[src/dmc_pkg.sv]
// Constants and types shared by the converter mode-control block.
// Assumes the serial word: read/write flag, 7-bit register index, 8-bit data.
package dmc_pkg;
	localparam logic [6:0] REG_LEFT_ATT  = 7'h10;
	localparam logic [6:0] REG_RIGHT_ATT = 7'h11;
	localparam logic [6:0] REG_FMT_CTRL  = 7'h12;
	localparam logic [6:0] REG_FILT_CTRL = 7'h13;
	localparam logic [6:0] REG_MODE_CTRL = 7'h14;
	localparam logic [6:0] REG_ZERO_STAT = 7'h15;

	// Register 0x12 fields
	localparam int F_LOAD    = 7;
	localparam int F_FMT_LSB = 4;
	localparam int F_DMF_LSB = 2;
	localparam int F_DME     = 1;
	localparam int F_MUTE    = 0;
	// Register 0x13 fields
	localparam int F_REV     = 7;
	localparam int F_ATS_LSB = 5;
	localparam int F_OPE     = 4;
	localparam int F_CLK_OUT_HALF_RATE    = 3;
	localparam int F_CLK_OUT_ENABLE    = 2;
	localparam int F_FLT     = 1;
	localparam int F_INFINITE_ZERO_MUTE    = 0;
	// Register 0x14 fields
	localparam int F_MODULATOR_ORDER_SEL    = 7;
	localparam int F_SYSTEM_RESET_BIT    = 6;
	localparam int F_REGISTER_RESET_BIT    = 5;
	localparam int F_FILTER_BYPASS    = 4;
	localparam int F_SINGLE_CHANNEL_MODE    = 3;
	localparam int F_SINGLE_CHANNEL_MODE_SOURCE_SEL    = 2;
	localparam int F_OS_LSB  = 0;

	localparam logic [7:0] ATT_RST       = 8'hFF;
	localparam logic [7:0] FMT_CTRL_RST  = 8'h00;
	localparam logic [7:0] FILT_CTRL_RST = 8'h04;
	localparam logic [7:0] MODE_CTRL_RST = 8'h00;
	localparam logic [7:0] SELF_CLR_MASK = 8'h60;
	localparam logic [7:0] ATT_MUTE_MAX  = 8'h0E;
	localparam logic [7:0] ATT_FLOOR     = 8'h00;
	localparam logic [2:0] FMT_RSV_MIN   = 3'h6;
	localparam logic [2:0] FMT_DEFAULT   = 3'h0;

	localparam logic [4:0] CMD_BITS   = 5'h08;
	localparam logic [4:0] FRAME_BITS = 5'h10;
	localparam int         RW_POS     = 7;
	localparam int         ZERO_RUN   = 1024;

	typedef enum logic [1:0] {PORT_IDLE, PORT_CMD, PORT_DATA, PORT_END} dmc_port_e;
	typedef enum logic [1:0] {SRC_NORMAL, SRC_BYPASS, SRC_ONEBIT} dmc_src_e;
endpackage

[src/dmc_buf2.sv]
// Two-entry valid/ready buffer: an output register plus one skid entry.
// Assumes both sides run on clk_i; all outputs come from flip-flops.
`timescale 1ns/1ps
`default_nettype none
module dmc_buf2 #(
	parameter int W = 48
) (
	input  wire logic         clk_i,
	input  wire logic         resetn_i,
	input  wire logic         in_valid_i,
	output logic              in_ready_o,
	input  wire logic [W-1:0] in_data_i,
	output logic              out_valid_o,
	input  wire logic         out_ready_i,
	output logic [W-1:0]      out_data_o
);
	typedef struct packed {
		logic [W-1:0] head;
		logic         head_vld;
		logic [W-1:0] skid;
		logic         skid_vld;
		logic         rdy;
	} dmc_buf_s;

	dmc_buf_s st_r;
	dmc_buf_s st_nxt;

	if (W < 2) begin : g_chk
		$error("dmc_buf2: W must be at least 2");
	end

	always_comb begin
		st_nxt = st_r;
		if (st_r.head_vld && out_ready_i) begin
			st_nxt.head_vld = 1'b0;
		end
		if (!st_nxt.head_vld && st_r.skid_vld) begin
			st_nxt.head     = st_r.skid;
			st_nxt.head_vld = 1'b1;
			st_nxt.skid_vld = 1'b0;
		end
		if (in_valid_i && st_r.rdy) begin
			if (!st_nxt.head_vld) begin
				st_nxt.head     = in_data_i;
				st_nxt.head_vld = 1'b1;
			end else begin
				st_nxt.skid     = in_data_i;
				st_nxt.skid_vld = 1'b1;
			end
		end
		// Ready is registered, so a full skid entry refuses the next word
		st_nxt.rdy = !st_nxt.skid_vld;
	end

	always_ff @(posedge clk_i) begin
		if (!resetn_i) begin
			st_r <= '{default: '0, rdy: 1'b1};
		end else begin
			st_r <= st_nxt;
		end
	end

	assign in_ready_o  = st_r.rdy;
	assign out_valid_o = st_r.head_vld;
	assign out_data_o  = st_r.head;

	a_no_overflow: assert property (@(posedge clk_i) disable iff (!resetn_i)
		st_r.skid_vld |-> st_r.head_vld) else $error("skid full while head empty");
endmodule
`default_nettype wire

[src/dmc_mode_ctrl.sv]
// Mode-control logic of a stereo converter: serial control port, mode
// registers, attenuation ramp, mute, zero detection and clock output.
// Assumes control pins, mute pin, mode pin and system clock are asynchronous;
// sample words arrive on clk_i from the audio deserialiser.
//
// Notes on behaviour
// RULE1: bypass bit routes filtered four-wire input
// RULE2: one-bit mode uses system clock pin
// RULE3: host holds word/bit clocks low then
// RULE4: zero flag after 1024 zero samples
// RULE5: infinite-zero mute when both channels zero
// RULE6: mute pin ramps outputs to zero
// RULE7: soft mute bit ramps outputs to zero
// RULE8: ramp speed field sets step rate
// RULE9: control port runs on its own clock
// RULE10: four control wires, select active low
// RULE11: flag one reads, zero writes
// RULE12: per-channel 8-bit attenuation, default 0dB
// RULE13: format field selects input format
// RULE14: emphasis enable and rate fields
// RULE15: rolloff, phase invert, converter disable bits
// RULE16: clock output enable and half rate
// RULE17: system and register reset bits act
// RULE18: oversampling rate and modulator order
// RULE19: single_channel_mode mode and source channel select
// RULE20: read-only zero flag status register
// RULE21: load enable gates attenuation writes
// RULE22: codes up to 14 mean mute
// RULE23: format codes 110 and 111 reserved
// RULE24: 16-bit word, flag, index, data
`timescale 1ns/1ps
`default_nettype none
module dmc_mode_ctrl
	import dmc_pkg::*;
#(
	parameter int SW       = 24,
	parameter int ZERO_LEN = ZERO_RUN
) (
	input  wire logic          clk_i,
	input  wire logic          resetn_i,
	input  wire logic          ctrl_serial_clock_i,
	input  wire logic          ctrl_select_n_i,
	input  wire logic          ctrl_serial_in_i,
	output logic               ctrl_serial_out_o,
	output logic               ctrl_serial_out_oe_o,
	input  wire logic          hw_mute_i,
	input  wire logic          onebit_mode_i,
	input  wire logic          system_clock_in_i,
	output logic               buffered_clock_out_o,
	input  wire logic          sample_valid_i,
	output logic               sample_ready_o,
	input  wire logic [SW-1:0] left_data_in_i,
	input  wire logic [SW-1:0] right_data_in_i,
	output logic               sample_valid_o,
	input  wire logic          sample_ready_i,
	output logic [SW-1:0]      left_sample_o,
	output logic [SW-1:0]      right_sample_o,
	output logic [7:0]         left_atten_code_o,
	output logic [7:0]         right_atten_code_o,
	output logic [1:0]         atten_mute_o,
	output logic               mute_active_o,
	output logic               left_zero_out_o,
	output logic               right_zero_out_o,
	output logic [2:0]         audio_format_sel_o,
	output logic               emphasis_enable_o,
	output logic [1:0]         emphasis_rate_sel_o,
	output logic               rolloff_sel_o,
	output logic               phase_invert_o,
	output logic               converter_disable_o,
	output logic               clk_out_enable_o,
	output logic [1:0]         oversample_rate_sel_o,
	output logic               modulator_order_sel_o,
	output logic               single_channel_mode_o,
	output logic               single_channel_mode_source_sel_o,
	output logic               filter_bypass_o,
	output dmc_src_e           source_mode_o,
	output logic               system_reset_o
);
	localparam int ZW = $clog2(ZERO_LEN + 1);
	localparam logic [ZW-1:0] ZERO_MAX = ZW'(ZERO_LEN);

	if (SW < 16 || SW > 32 || ZERO_LEN < 2) begin : g_chk
		$error("dmc_mode_ctrl: unsupported SW or ZERO_LEN");
	end

	typedef struct packed {
		logic [2:0]           mc_sy;
		logic [2:0]           cs_sy;
		logic [1:0]           mdi_sy;
		logic [1:0]           mute_sy;
		logic [1:0]           onebit_sy;
		logic [2:0]           sck_sy;
		dmc_port_e            port;
		logic [4:0]           bit_cnt;
		logic                 rd;
		logic [15:0]          shin;
		logic [7:0]           shout;
		logic                 ctrl_serial_out;
		logic                 mdo_oe;
		logic [7:0]           r16;
		logic [7:0]           r17;
		logic [7:0]           r18;
		logic [7:0]           r19;
		logic [7:0]           r20;
		logic [1:0][7:0]      applied;
		logic [1:0][7:0]      eff;
		logic [1:0][ZW-1:0]   zcnt;
		logic [1:0]           zflag;
		logic [1:0]           att_mute;
		logic [2:0]           tick_cnt;
		logic                 tick;
		logic                 mute_act;
		logic                 half;
		logic                 sck_out;
		logic                 sys_rst;
		logic [2:0]           fmt;
		dmc_src_e             src;
	} dmc_state_s;

	dmc_state_s    st_r;
	dmc_state_s    st_nxt;
	logic          wr_en;
	logic [6:0]    wr_idx;
	logic [7:0]    wr_dat;
	logic          acc;
	logic          muted;
	logic [2:0]    tmax;
	logic [15:0]   word;
	logic [7:0]    target;
	logic [SW-1:0] single_channel_mode_src;
	logic [SW-1:0] ch_l;
	logic [SW-1:0] ch_r;

	wire mc_rise = st_r.mc_sy[1] & ~st_r.mc_sy[2];
	wire mc_fall = ~st_r.mc_sy[1] & st_r.mc_sy[2];
	wire cs_act  = ~st_r.cs_sy[1];
	wire sck_up  = st_r.sck_sy[1] & ~st_r.sck_sy[2];

	function automatic logic [7:0] read_reg(input dmc_state_s s, input logic [6:0] idx);
		case (idx)
			REG_LEFT_ATT:  read_reg = s.r16;
			REG_RIGHT_ATT: read_reg = s.r17;
			REG_FMT_CTRL:  read_reg = s.r18;
			REG_FILT_CTRL: read_reg = s.r19;
			REG_MODE_CTRL: read_reg = s.r20;
			// RULE20: zero flags readback
			REG_ZERO_STAT: read_reg = {6'h00, s.zflag[1], s.zflag[0]};
			default:       read_reg = 8'h00;
		endcase
	endfunction

	// RULE19: single_channel_mode source selection
	always_comb begin
		single_channel_mode_src = st_r.r20[F_SINGLE_CHANNEL_MODE_SOURCE_SEL] ? right_data_in_i : left_data_in_i;
		ch_l     = st_r.r20[F_SINGLE_CHANNEL_MODE] ? single_channel_mode_src : left_data_in_i;
		ch_r     = st_r.r20[F_SINGLE_CHANNEL_MODE] ? single_channel_mode_src : right_data_in_i;
	end

	always_comb begin
		st_nxt           = st_r;
		wr_en            = 1'b0;
		word             = {st_r.shin[14:0], st_r.mdi_sy[1]};
		wr_idx           = word[14:8];
		wr_dat           = word[7:0];
		target           = ATT_FLOOR;
		st_nxt.mc_sy     = {st_r.mc_sy[1:0], ctrl_serial_clock_i};
		st_nxt.cs_sy     = {st_r.cs_sy[1:0], ctrl_select_n_i};
		st_nxt.mdi_sy    = {st_r.mdi_sy[0], ctrl_serial_in_i};
		st_nxt.mute_sy   = {st_r.mute_sy[0], hw_mute_i};
		st_nxt.onebit_sy = {st_r.onebit_sy[0], onebit_mode_i};
		st_nxt.sck_sy    = {st_r.sck_sy[1:0], system_clock_in_i};
		st_nxt.sys_rst   = 1'b0;

		// RULE9: port timed only by its own serial clock edges
		case (st_r.port)
			PORT_IDLE: begin
				st_nxt.mdo_oe = 1'b0;
				if (cs_act) begin
					st_nxt.port    = PORT_CMD;
					st_nxt.bit_cnt = 5'h00;
				end
			end
			PORT_CMD: begin
				if (!cs_act) begin
					st_nxt.port = PORT_IDLE;
				end else if (mc_rise) begin
					st_nxt.shin    = word;
					st_nxt.bit_cnt = st_r.bit_cnt + 5'h01;
					if (st_nxt.bit_cnt == CMD_BITS) begin
						st_nxt.port = PORT_DATA;
						// RULE11: flag one selects a read
						st_nxt.rd    = word[RW_POS];
						st_nxt.shout = read_reg(st_r, word[6:0]);
					end
				end
			end
			PORT_DATA: begin
				if (!cs_act) begin
					st_nxt.port   = PORT_IDLE;
					st_nxt.mdo_oe = 1'b0;
				end else begin
					// RULE10: readback shifted out on falling edges
					if (mc_fall && st_r.rd) begin
						st_nxt.ctrl_serial_out    = st_r.shout[7];
						st_nxt.shout  = {st_r.shout[6:0], 1'b0};
						st_nxt.mdo_oe = 1'b1;
					end
					if (mc_rise) begin
						st_nxt.shin    = word;
						st_nxt.bit_cnt = st_r.bit_cnt + 5'h01;
						// RULE24: write lands on the sixteenth bit
						if (st_nxt.bit_cnt == FRAME_BITS) begin
							st_nxt.port = PORT_END;
							wr_en       = !st_r.rd;
						end
					end
				end
			end
			PORT_END: begin
				// Last bit stays on the line until select rises
				if (!cs_act) begin
					st_nxt.port   = PORT_IDLE;
					st_nxt.mdo_oe = 1'b0;
				end
			end
			default: begin
				st_nxt.port   = PORT_IDLE;
				st_nxt.mdo_oe = 1'b0;
			end
		endcase

		if (wr_en) begin
			case (wr_idx)
				// RULE12: per-channel attenuation registers
				REG_LEFT_ATT: begin
					st_nxt.r16 = wr_dat;
					// RULE21: load enable gates the applied level
					if (st_r.r18[F_LOAD]) begin
						st_nxt.applied[0] = wr_dat;
					end
				end
				REG_RIGHT_ATT: begin
					st_nxt.r17 = wr_dat;
					if (st_r.r18[F_LOAD]) begin
						st_nxt.applied[1] = wr_dat;
					end
				end
				REG_FMT_CTRL:  st_nxt.r18 = wr_dat;
				REG_FILT_CTRL: st_nxt.r19 = wr_dat;
				REG_MODE_CTRL: begin
					st_nxt.r20 = wr_dat & ~SELF_CLR_MASK;
					// RULE17: reset bits start their action and self-clear
					if (wr_dat[F_REGISTER_RESET_BIT]) begin
						st_nxt.r16     = ATT_RST;
						st_nxt.r17     = ATT_RST;
						st_nxt.r18     = FMT_CTRL_RST;
						st_nxt.r19     = FILT_CTRL_RST;
						st_nxt.r20     = MODE_CTRL_RST;
						st_nxt.applied = {ATT_RST, ATT_RST};
					end
					st_nxt.sys_rst = wr_dat[F_SYSTEM_RESET_BIT];
				end
				default: ;
			endcase
		end

		// Sample side: zero runs and ramp ticks count accepted words
		acc         = sample_valid_i && sample_ready_o;
		tmax        = 3'((4'h1 << st_r.r19[F_ATS_LSB +: 2]) - 4'h1);
		st_nxt.tick = 1'b0;
		if (st_r.sys_rst) begin
			st_nxt.tick_cnt = 3'h0;
		end else if (acc) begin
			// RULE8: one step every 1, 2, 4 or 8 samples
			if (st_r.tick_cnt >= tmax) begin
				st_nxt.tick     = 1'b1;
				st_nxt.tick_cnt = 3'h0;
			end else begin
				st_nxt.tick_cnt = st_r.tick_cnt + 3'h1;
			end
		end

		for (int ch = 0; ch < 2; ch++) begin
			if (st_r.sys_rst) begin
				st_nxt.zcnt[ch]  = '0;
				st_nxt.zflag[ch] = 1'b0;
			end else if (acc) begin
				// RULE4: flag only after an unbroken zero run
				if ((ch == 0 ? left_data_in_i : right_data_in_i) == '0) begin
					if (st_r.zcnt[ch] != ZERO_MAX) begin
						st_nxt.zcnt[ch] = st_r.zcnt[ch] + ZW'(1);
					end
				end else begin
					st_nxt.zcnt[ch] = '0;
				end
				st_nxt.zflag[ch] = (st_nxt.zcnt[ch] == ZERO_MAX);
			end
		end

		// RULE6: mute pin
		// RULE7: soft mute bit
		// RULE5: both channels zero with the bit set
		muted = st_r.mute_sy[1] | st_r.r18[F_MUTE] | (st_r.r19[F_INFINITE_ZERO_MUTE] & (&st_r.zflag));
		st_nxt.mute_act = muted;
		for (int ch = 0; ch < 2; ch++) begin
			target = muted ? ATT_FLOOR : st_r.applied[ch];
			if (st_r.tick) begin
				if (st_r.eff[ch] > target) begin
					st_nxt.eff[ch] = st_r.eff[ch] - 8'h01;
				end else if (st_r.eff[ch] < target) begin
					st_nxt.eff[ch] = st_r.eff[ch] + 8'h01;
				end
			end
			// RULE22: low codes give full attenuation
			st_nxt.att_mute[ch] = (st_nxt.eff[ch] <= ATT_MUTE_MAX);
		end

		// RULE16: clock output; half rate toggles per rising input edge
		// Sampling at clk_i caps a faithful copy near half of clk_i
		if (sck_up) begin
			st_nxt.half = !st_r.half;
		end
		if (!st_r.r19[F_CLK_OUT_ENABLE]) begin
			st_nxt.sck_out = 1'b0;
		end else if (st_r.r19[F_CLK_OUT_HALF_RATE]) begin
			st_nxt.sck_out = st_r.half;
		end else begin
			st_nxt.sck_out = st_r.sck_sy[1];
		end

		// RULE13: format field passes to the deserialiser
		// RULE23: reserved codes fall back to the default format
		st_nxt.fmt = (st_r.r18[F_FMT_LSB +: 3] >= FMT_RSV_MIN) ?
			FMT_DEFAULT : st_r.r18[F_FMT_LSB +: 3];

		// RULE2: one-bit mode takes the system clock pin as bit clock
		// RULE1: bypass takes the filtered four-wire port
		if (st_r.onebit_sy[1]) begin
			st_nxt.src = SRC_ONEBIT;
		end else if (st_r.r20[F_FILTER_BYPASS]) begin
			st_nxt.src = SRC_BYPASS;
		end else begin
			st_nxt.src = SRC_NORMAL;
		end
	end

	always_ff @(posedge clk_i) begin
		if (!resetn_i) begin
			st_r <= '{mc_sy: 3'h0, cs_sy: 3'h7, port: PORT_IDLE, r16: ATT_RST, r17: ATT_RST,
				r18: FMT_CTRL_RST, r19: FILT_CTRL_RST, r20: MODE_CTRL_RST,
				applied: {ATT_RST, ATT_RST}, eff: {ATT_RST, ATT_RST}, src: SRC_NORMAL,
				fmt: FMT_DEFAULT, default: '0};
		end else begin
			st_r <= st_nxt;
		end
	end

	dmc_buf2 #(
		.W(2 * SW)
	) u_buf (
		.clk_i       (clk_i),
		.resetn_i    (resetn_i),
		.in_valid_i  (sample_valid_i),
		.in_ready_o  (sample_ready_o),
		.in_data_i   ({ch_l, ch_r}),
		.out_valid_o (sample_valid_o),
		.out_ready_i (sample_ready_i),
		.out_data_o  ({left_sample_o, right_sample_o})
	);

	assign ctrl_serial_out_o     = st_r.ctrl_serial_out;
	assign ctrl_serial_out_oe_o  = st_r.mdo_oe;
	assign buffered_clock_out_o  = st_r.sck_out;
	assign left_atten_code_o     = st_r.eff[0];
	assign right_atten_code_o    = st_r.eff[1];
	assign atten_mute_o          = st_r.att_mute;
	assign mute_active_o         = st_r.mute_act;
	assign left_zero_out_o       = st_r.zflag[0];
	assign right_zero_out_o      = st_r.zflag[1];
	assign audio_format_sel_o    = st_r.fmt;
	// RULE14: emphasis controls
	assign emphasis_enable_o     = st_r.r18[F_DME];
	assign emphasis_rate_sel_o   = st_r.r18[F_DMF_LSB +: 2];
	// RULE15: filter and output controls
	assign rolloff_sel_o         = st_r.r19[F_FLT];
	assign phase_invert_o        = st_r.r19[F_REV];
	assign converter_disable_o   = st_r.r19[F_OPE];
	assign clk_out_enable_o      = st_r.r19[F_CLK_OUT_ENABLE];
	// RULE18: modulator settings
	assign oversample_rate_sel_o = st_r.r20[F_OS_LSB +: 2];
	assign modulator_order_sel_o = st_r.r20[F_MODULATOR_ORDER_SEL];
	assign single_channel_mode_o = st_r.r20[F_SINGLE_CHANNEL_MODE];
	assign single_channel_mode_source_sel_o     = st_r.r20[F_SINGLE_CHANNEL_MODE_SOURCE_SEL];
	assign filter_bypass_o       = st_r.r20[F_FILTER_BYPASS];
	assign source_mode_o         = st_r.src;
	assign system_reset_o        = st_r.sys_rst;

	a_left_att_write: assert property (@(posedge clk_i) disable iff (!resetn_i) // RULE12
		wr_en && wr_idx == REG_LEFT_ATT |=> st_r.r16 == $past(wr_dat))
		else $error("left attenuation write lost");
	a_att_load_hold: assert property (@(posedge clk_i) disable iff (!resetn_i) // RULE21
		wr_en && !st_r.r18[F_LOAD] && wr_idx != REG_MODE_CTRL |=> $stable(st_r.applied))
		else $error("applied level changed with load disabled");
	a_zero_flag_run: assert property (@(posedge clk_i) disable iff (!resetn_i) // RULE4
		$rose(st_r.zflag[0]) |-> $past(st_r.zcnt[0]) == ZERO_MAX - ZW'(1))
		else $error("zero flag set before the full run");
	a_zero_flag_drop: assert property (@(posedge clk_i) disable iff (!resetn_i) // RULE20
		acc && left_data_in_i != '0 |=> !st_r.zflag[0] && st_r.zcnt[0] == '0)
		else $error("zero flag kept after nonzero sample");
	a_pin_mute_ramp: assert property (@(posedge clk_i) disable iff (!resetn_i) // RULE6
		st_r.mute_sy[1] && st_r.tick && st_r.eff[0] != ATT_FLOOR
		|=> st_r.eff[0] == $past(st_r.eff[0]) - 8'h01)
		else $error("mute pin did not ramp down");
	a_soft_mute_act: assert property (@(posedge clk_i) disable iff (!resetn_i) // RULE7
		st_r.r18[F_MUTE] |=> st_r.mute_act)
		else $error("soft mute not applied");
	a_inf_zero_mute: assert property (@(posedge clk_i) disable iff (!resetn_i) // RULE5
		st_r.r19[F_INFINITE_ZERO_MUTE] && (&st_r.zflag) |=> st_r.mute_act)
		else $error("infinite zero mute not applied");
	a_ramp_spacing: assert property (@(posedge clk_i) disable iff (!resetn_i) // RULE8
		st_r.tick |-> $past(st_r.tick_cnt) == $past(tmax) && $past(acc))
		else $error("ramp tick at wrong sample");
	a_read_no_write: assert property (@(posedge clk_i) disable iff (!resetn_i) // RULE11
		st_r.port == PORT_DATA && st_r.rd |-> !wr_en)
		else $error("read frame wrote a register");
	a_mdo_release: assert property (@(posedge clk_i) disable iff (!resetn_i) // RULE10
		!cs_act && st_r.port != PORT_IDLE |=> !st_r.mdo_oe)
		else $error("readback still driven after deselect");
	a_mode_reset: assert property (@(posedge clk_i) disable iff (!resetn_i) // RULE17
		wr_en && wr_idx == REG_MODE_CTRL && wr_dat[F_REGISTER_RESET_BIT]
		|=> st_r.r18 == FMT_CTRL_RST ##1 st_r.r20 == MODE_CTRL_RST)
		else $error("register reset not applied");
	a_bypass_route: assert property (@(posedge clk_i) disable iff (!resetn_i) // RULE1
		st_r.r20[F_FILTER_BYPASS] && !st_r.onebit_sy[1] |=> st_r.src == SRC_BYPASS)
		else $error("bypass route not selected");
endmodule
`default_nettype wire

[config.mk]
export PLATFORM = sky130hd
export DESIGN_NAME = dmc_mode_ctrl
export DESIGN_NICKNAME = d
export VERILOG_FILES = /design/src/dmc_pkg.sv /design/src/dmc_buf2.sv /design/src/dmc_mode_ctrl.sv
export SDC_FILE = /design/constraint.sdc
export NUM_CORES = 1
export LEC_CHECK = 0
export BUFFER_PORTS_ARGS = -buffer_cell sky130_fd_sc_hd__buf_2
export CORE_UTILIZATION = 28
export CTS_BUF_LIST = sky130_fd_sc_hd__clkbuf_4
export DETAILED_ROUTE_END_ITERATION = 7
export PLACE_DENSITY = 0.52
export RECOVER_POWER = 50
export SLEW_MARGIN = 30
export SYNTH_ARGS = -nofsm -noshare
export SYNTH_HDL_FRONTEND = slang
export SYNTH_SLANG_ARGS = --single-unit
[constraint.sdc]
create_clock -name clk_i -period 6.2 [get_ports clk_i]
set_input_delay 0.93 -clock clk_i [delete_from_list [all_inputs] [get_ports clk_i]]
set_output_delay 0.93 -clock clk_i [all_outputs]
set_load 0.02 [all_outputs]
==> impl_metrics.ini <==
[outcome]
run_status = complete, but fails checks
violations_in_the_final_reports = max-capacitance violations, max-slew violations

[cts]
htree_num_levels = 3
post-cts-setup-buffer-count = 0
cts_sinks = 254
tritoncts.num_buffers = 78
clock_insertion_delay_worst_skew_ns = 0.77
cts.clk_slew.worst_paths_ns = 0.07
cts.path.max_buffers = 3
cts-resized-gates = 0
cts_tree = yes
clock_tree.root_cell = sky130_fd_sc_hd__clkbuf_4
cts_hold_buf = 0

[power]
leakage_nw = 5.76
powerDensity_nw_per_um2 = 272
total_power_w = 0.00391
vdd_ir_drop_max_mv = 0.109

[floorplan]
core_region_area_um2 = 45400
die-height_um = 216
number_of_placement_rows = 78
die_width_um = 216
floorplan.die_area_um2 = 46800
initial_utilization_pct = 28.4
number_of_i_o_pins = 151

[worst_setup_path]
worst_r2r_startpoint = left_zero_out_o$_SDFFE_PP0P_
critical_path_class = in2reg
worst_path_largest_cell_delay_ns = 2.20
maximum_net_fanout_on_the_critical_path = 77
worst_ep_required_time_ns = 6.82
timing.critical_path.depth = 4
r2r_slack_ns = 2.58
timing.critical_path.from = resetn_i
worst_setup_path_endpoint = u_buf.out_data_o[5]$_SDFF_PN0_
worstPathArrival_ns = 5.21
cpLargestDelayFamily = buffers and inverters
crit_slowest_cell = sky130_fd_sc_hd__clkinvlp_2
worst-r2r-cell-count = 11
startpoint_type = input pin
timing.critical_path.to_type = register
timing.critical_path.cells = clkbuf_1 -> clkinvlp_2 -> clkbuf_2 -> a211oi_1
r2r-end = atten_mute_o[0]$_SDFF_PN0_
cp_num_buf_inv = 3

[timing]
final_hold_viol_count = 0
timing.fmax_mhz = 218
setup_violating_endpoint_count_in_the_final_report = 0
totalNegativeSetupSlack_ns = 0
drv_slew = 230
post-route-min-period_ns = 4.59
rsz0062_at_grt = false
slew_headroom_pct = -135
fin_crit_sh_pct = 74.0
maximum_clock_skew_at_final_layout_ns = 0.0543
tightest_slew_ns = 3.53

[grt]
grt_antenna_before_repair = 3
first_global_vias = 10199
grt_start_max_net_pins = 97
grt-ovfl-total = 0
grt_first_pass_wirelength_um = 55200
grt.total_usage_pct = 14.7

[yosys]
synth_commonest_cells = 254 x sky130_fd_sc_hd__dfxtp_1, 182 x sky130_fd_sc_hd__nor2_1, 155 x sky130_fd_sc_hd__nand2_1
synth-edff-count = 0
syn_avg_cell_area_um2 = 8.56
syn-cell-area_um2 = 12900
post_synth_num_cell_types = 67
synthTopCellsByArea = sky130_fd_sc_hd__dfxtp_1 40%, sky130_fd_sc_hd__mux2i_1 8.1%, sky130_fd_sc_hd__a211oi_1 5.8%
syn_nets = 1595
synth_async_sr_flop_share_pct = 0
yosysTopAreaCell = sky130_fd_sc_hd__dfxtp_1
synth-warning-count = 0
synth-main-ff-cell = sky130_fd_sc_hd__dfxtp_1
synth.ff_latch_count = 254
yosysMostFrequentCell = sky130_fd_sc_hd__dfxtp_1
yosys.area.top_type_share_pct = 39.5
synth.yosys.seq_area_share_pct = 39.5
postSynthCellCount = 1503

[route]
average_via_count_per_standard_cell = 4.86
met2WireLength_um = 15300
drcViolationCount = 0
vias = 10848
highest-signal-layer = met4
postRouteWirelength_um = 34700
drt_first_iter_violations = 785
detail_route.wirelength.met1_um = 16700
drt-wirelength-per-cell_um = 15.6
detail_route_met3_wl_um = 1840
route.antenna.remaining_nets = 0
detailedRoute.firstPassIterationCount = 5

[job]
maxCapViolCount = 3

[placed_design]
detailedPlacementHpwl_um = 23200
port_buffers = 150
finalWeightedCongestion = 0.840

[finish]
post_route_cells_drive_above_1_share_pct = 17.1
synthToLayoutAreaGrowth_pct = 12.0
n_fill_cell = 4835
area_occupied_by_registers_um2 = 5080
multi_input_gate_area_um2 = 6830
final_net_count = 1670

[hold_path]
hold_wc_path_type = in2reg
worst min path at each step:
stage | from | to | slack [ns] | cells past startpoint
final | hw_mute_i | st_nxt[151]$_SDFF_PN0_ | 0.38 | 2
after floorplan | st_r[149]$_SDFF_PN0_ | source_mode_o[0]$_SDFF_PP0_ | 0.38 | 1
after global placement | st_nxt[155]$_SDFF_PN1_ | st_nxt[156]$_SDFF_PN1_ | 0.40 | 1
after CTS | hw_mute_i | st_nxt[151]$_SDFF_PN0_ | 0.26 | 2
after detailed placement | st_nxt[155]$_SDFF_PN1_ | st_nxt[156]$_SDFF_PN1_ | 0.41 | 1
after global routing | hw_mute_i | st_nxt[151]$_SDFF_PN0_ | 0.30 | 2
flip-flops by register name (all words and copies together) (netlist names), 2 cells and up:
signal / flops
emphasis_rate_sel_o: 2
audio_format_sel_o: 3
left_atten_code_o: 8
st_r: 103
u_buf.st_r: 49
atten_mute_o: 2
st_nxt: 9
source_mode_o: 2
right_atten_code_o: 8
u_buf.out_data_o: 48
oversample_rate_sel_o: 2
power by group:
| group | internal, W | total, W | leakage (nW) | switching, W |
|---|---|---|---|---|
| clock network | 0.000832 | 0.00157 | 0.554 | 0.000741 |
| logic | 0.000210 | 0.000567 | 3.13 | 0.000356 |
| registers | 0.00171 | 0.00177 | 2.07 | 0.0000662 |
| total | 0.00275 | 0.00391 | 5.76 | 0.00116 |
placed cells by master, fill, tap and decap left out, types with 49 or more instances in the layout:
cell type and n:
sky130_fd_sc_hd__nor2_1 181, sky130_fd_sc_hd__clkbuf_4 107, sky130_fd_sc_hd__a21oi_1 82, sky130_fd_sc_hd__mux2i_1 104, sky130_fd_sc_hd__clkbuf_1 70, sky130_fd_sc_hd__mux2_2 49
sky130_fd_sc_hd__a211oi_1 100, sky130_fd_sc_hd__dfxtp_1 254, sky130_fd_sc_hd__buf_2 82, sky130_fd_sc_hd__nand2_1 155
cells by family after synthesis:
group           Yosys count  synth area share, %
simple gates            550                 20.2
compound gates          297                 14.9
flops                   254                 39.5
buf+inv                 186                 7.71
mux                     154                 12.5
fa+ha+maj                35                 3.38
xor+xnor                 27                 1.84
per-layer routing:
metal | vias up | global-route usage [%]
met5 | - | 0
li1 | 5448 | -
met3 | 65 | 3.87
met2 | 247 | 22.0
met4 | 0 | 6.29
met1 | 5088 | 19.7
final cells by class:
| type | instances | share of cell area (%) |
|---|---|---|
| clock inverter | 22 | 0.781 |
| inverter | 21 | 0.556 |
| sequential | 254 | 35.3 |
| antenna | 4 | 0.0695 |
| clock buffer | 107 | 5.57 |
| multi-input combinational | 1063 | 47.4 |
| tap | 600 | 5.21 |
| timing repair buffer | 160 | 5.12 |
metrics by stage:
| step | util (%) | cell area [um^2] | instances | setup slack [ns] | hold slack, ns |
|---|---|---|---|---|---|
| 3_3_place_gp | 29.9 | 13600 | 2098 | 2.50 | 0.403 |
| 6_report | 31.8 | 14400 | 2231 | 1.61 | 0.380 |
| 3_5_place_dp | 29.9 | 13600 | 2098 | 2.62 | 0.406 |
| 5_1_grt | 31.8 | 14400 | 2231 | 1.21 | 0.296 |
| 4_1_cts | 31.9 | 14500 | 2227 | 2.61 | 0.259 |
| 2_1_floorplan | - | 12900 | 1503 | 2.91 | 0.383 |
worst reg2reg max path, cell delays in order, from the launching register on:
cell and delay (ns):
sky130_fd_sc_hd__dfxtp_1 0.37, sky130_fd_sc_hd__a311oi_4 0.77, sky130_fd_sc_hd__nand2_1 0.13, sky130_fd_sc_hd__ha_1 0.31, sky130_fd_sc_hd__nor2b_1 0.13, sky130_fd_sc_hd__o211ai_1 0.19, sky130_fd_sc_hd__a21oi_1 0.15, sky130_fd_sc_hd__o21ai_0 0.53
sky130_fd_sc_hd__o32ai_1 0.20, sky130_fd_sc_hd__xnor2_1 0.20, sky130_fd_sc_hd__o311a_1 0.35, sky130_fd_sc_hd__and4_1 0.17
Power figures use the tool's default switching activity.
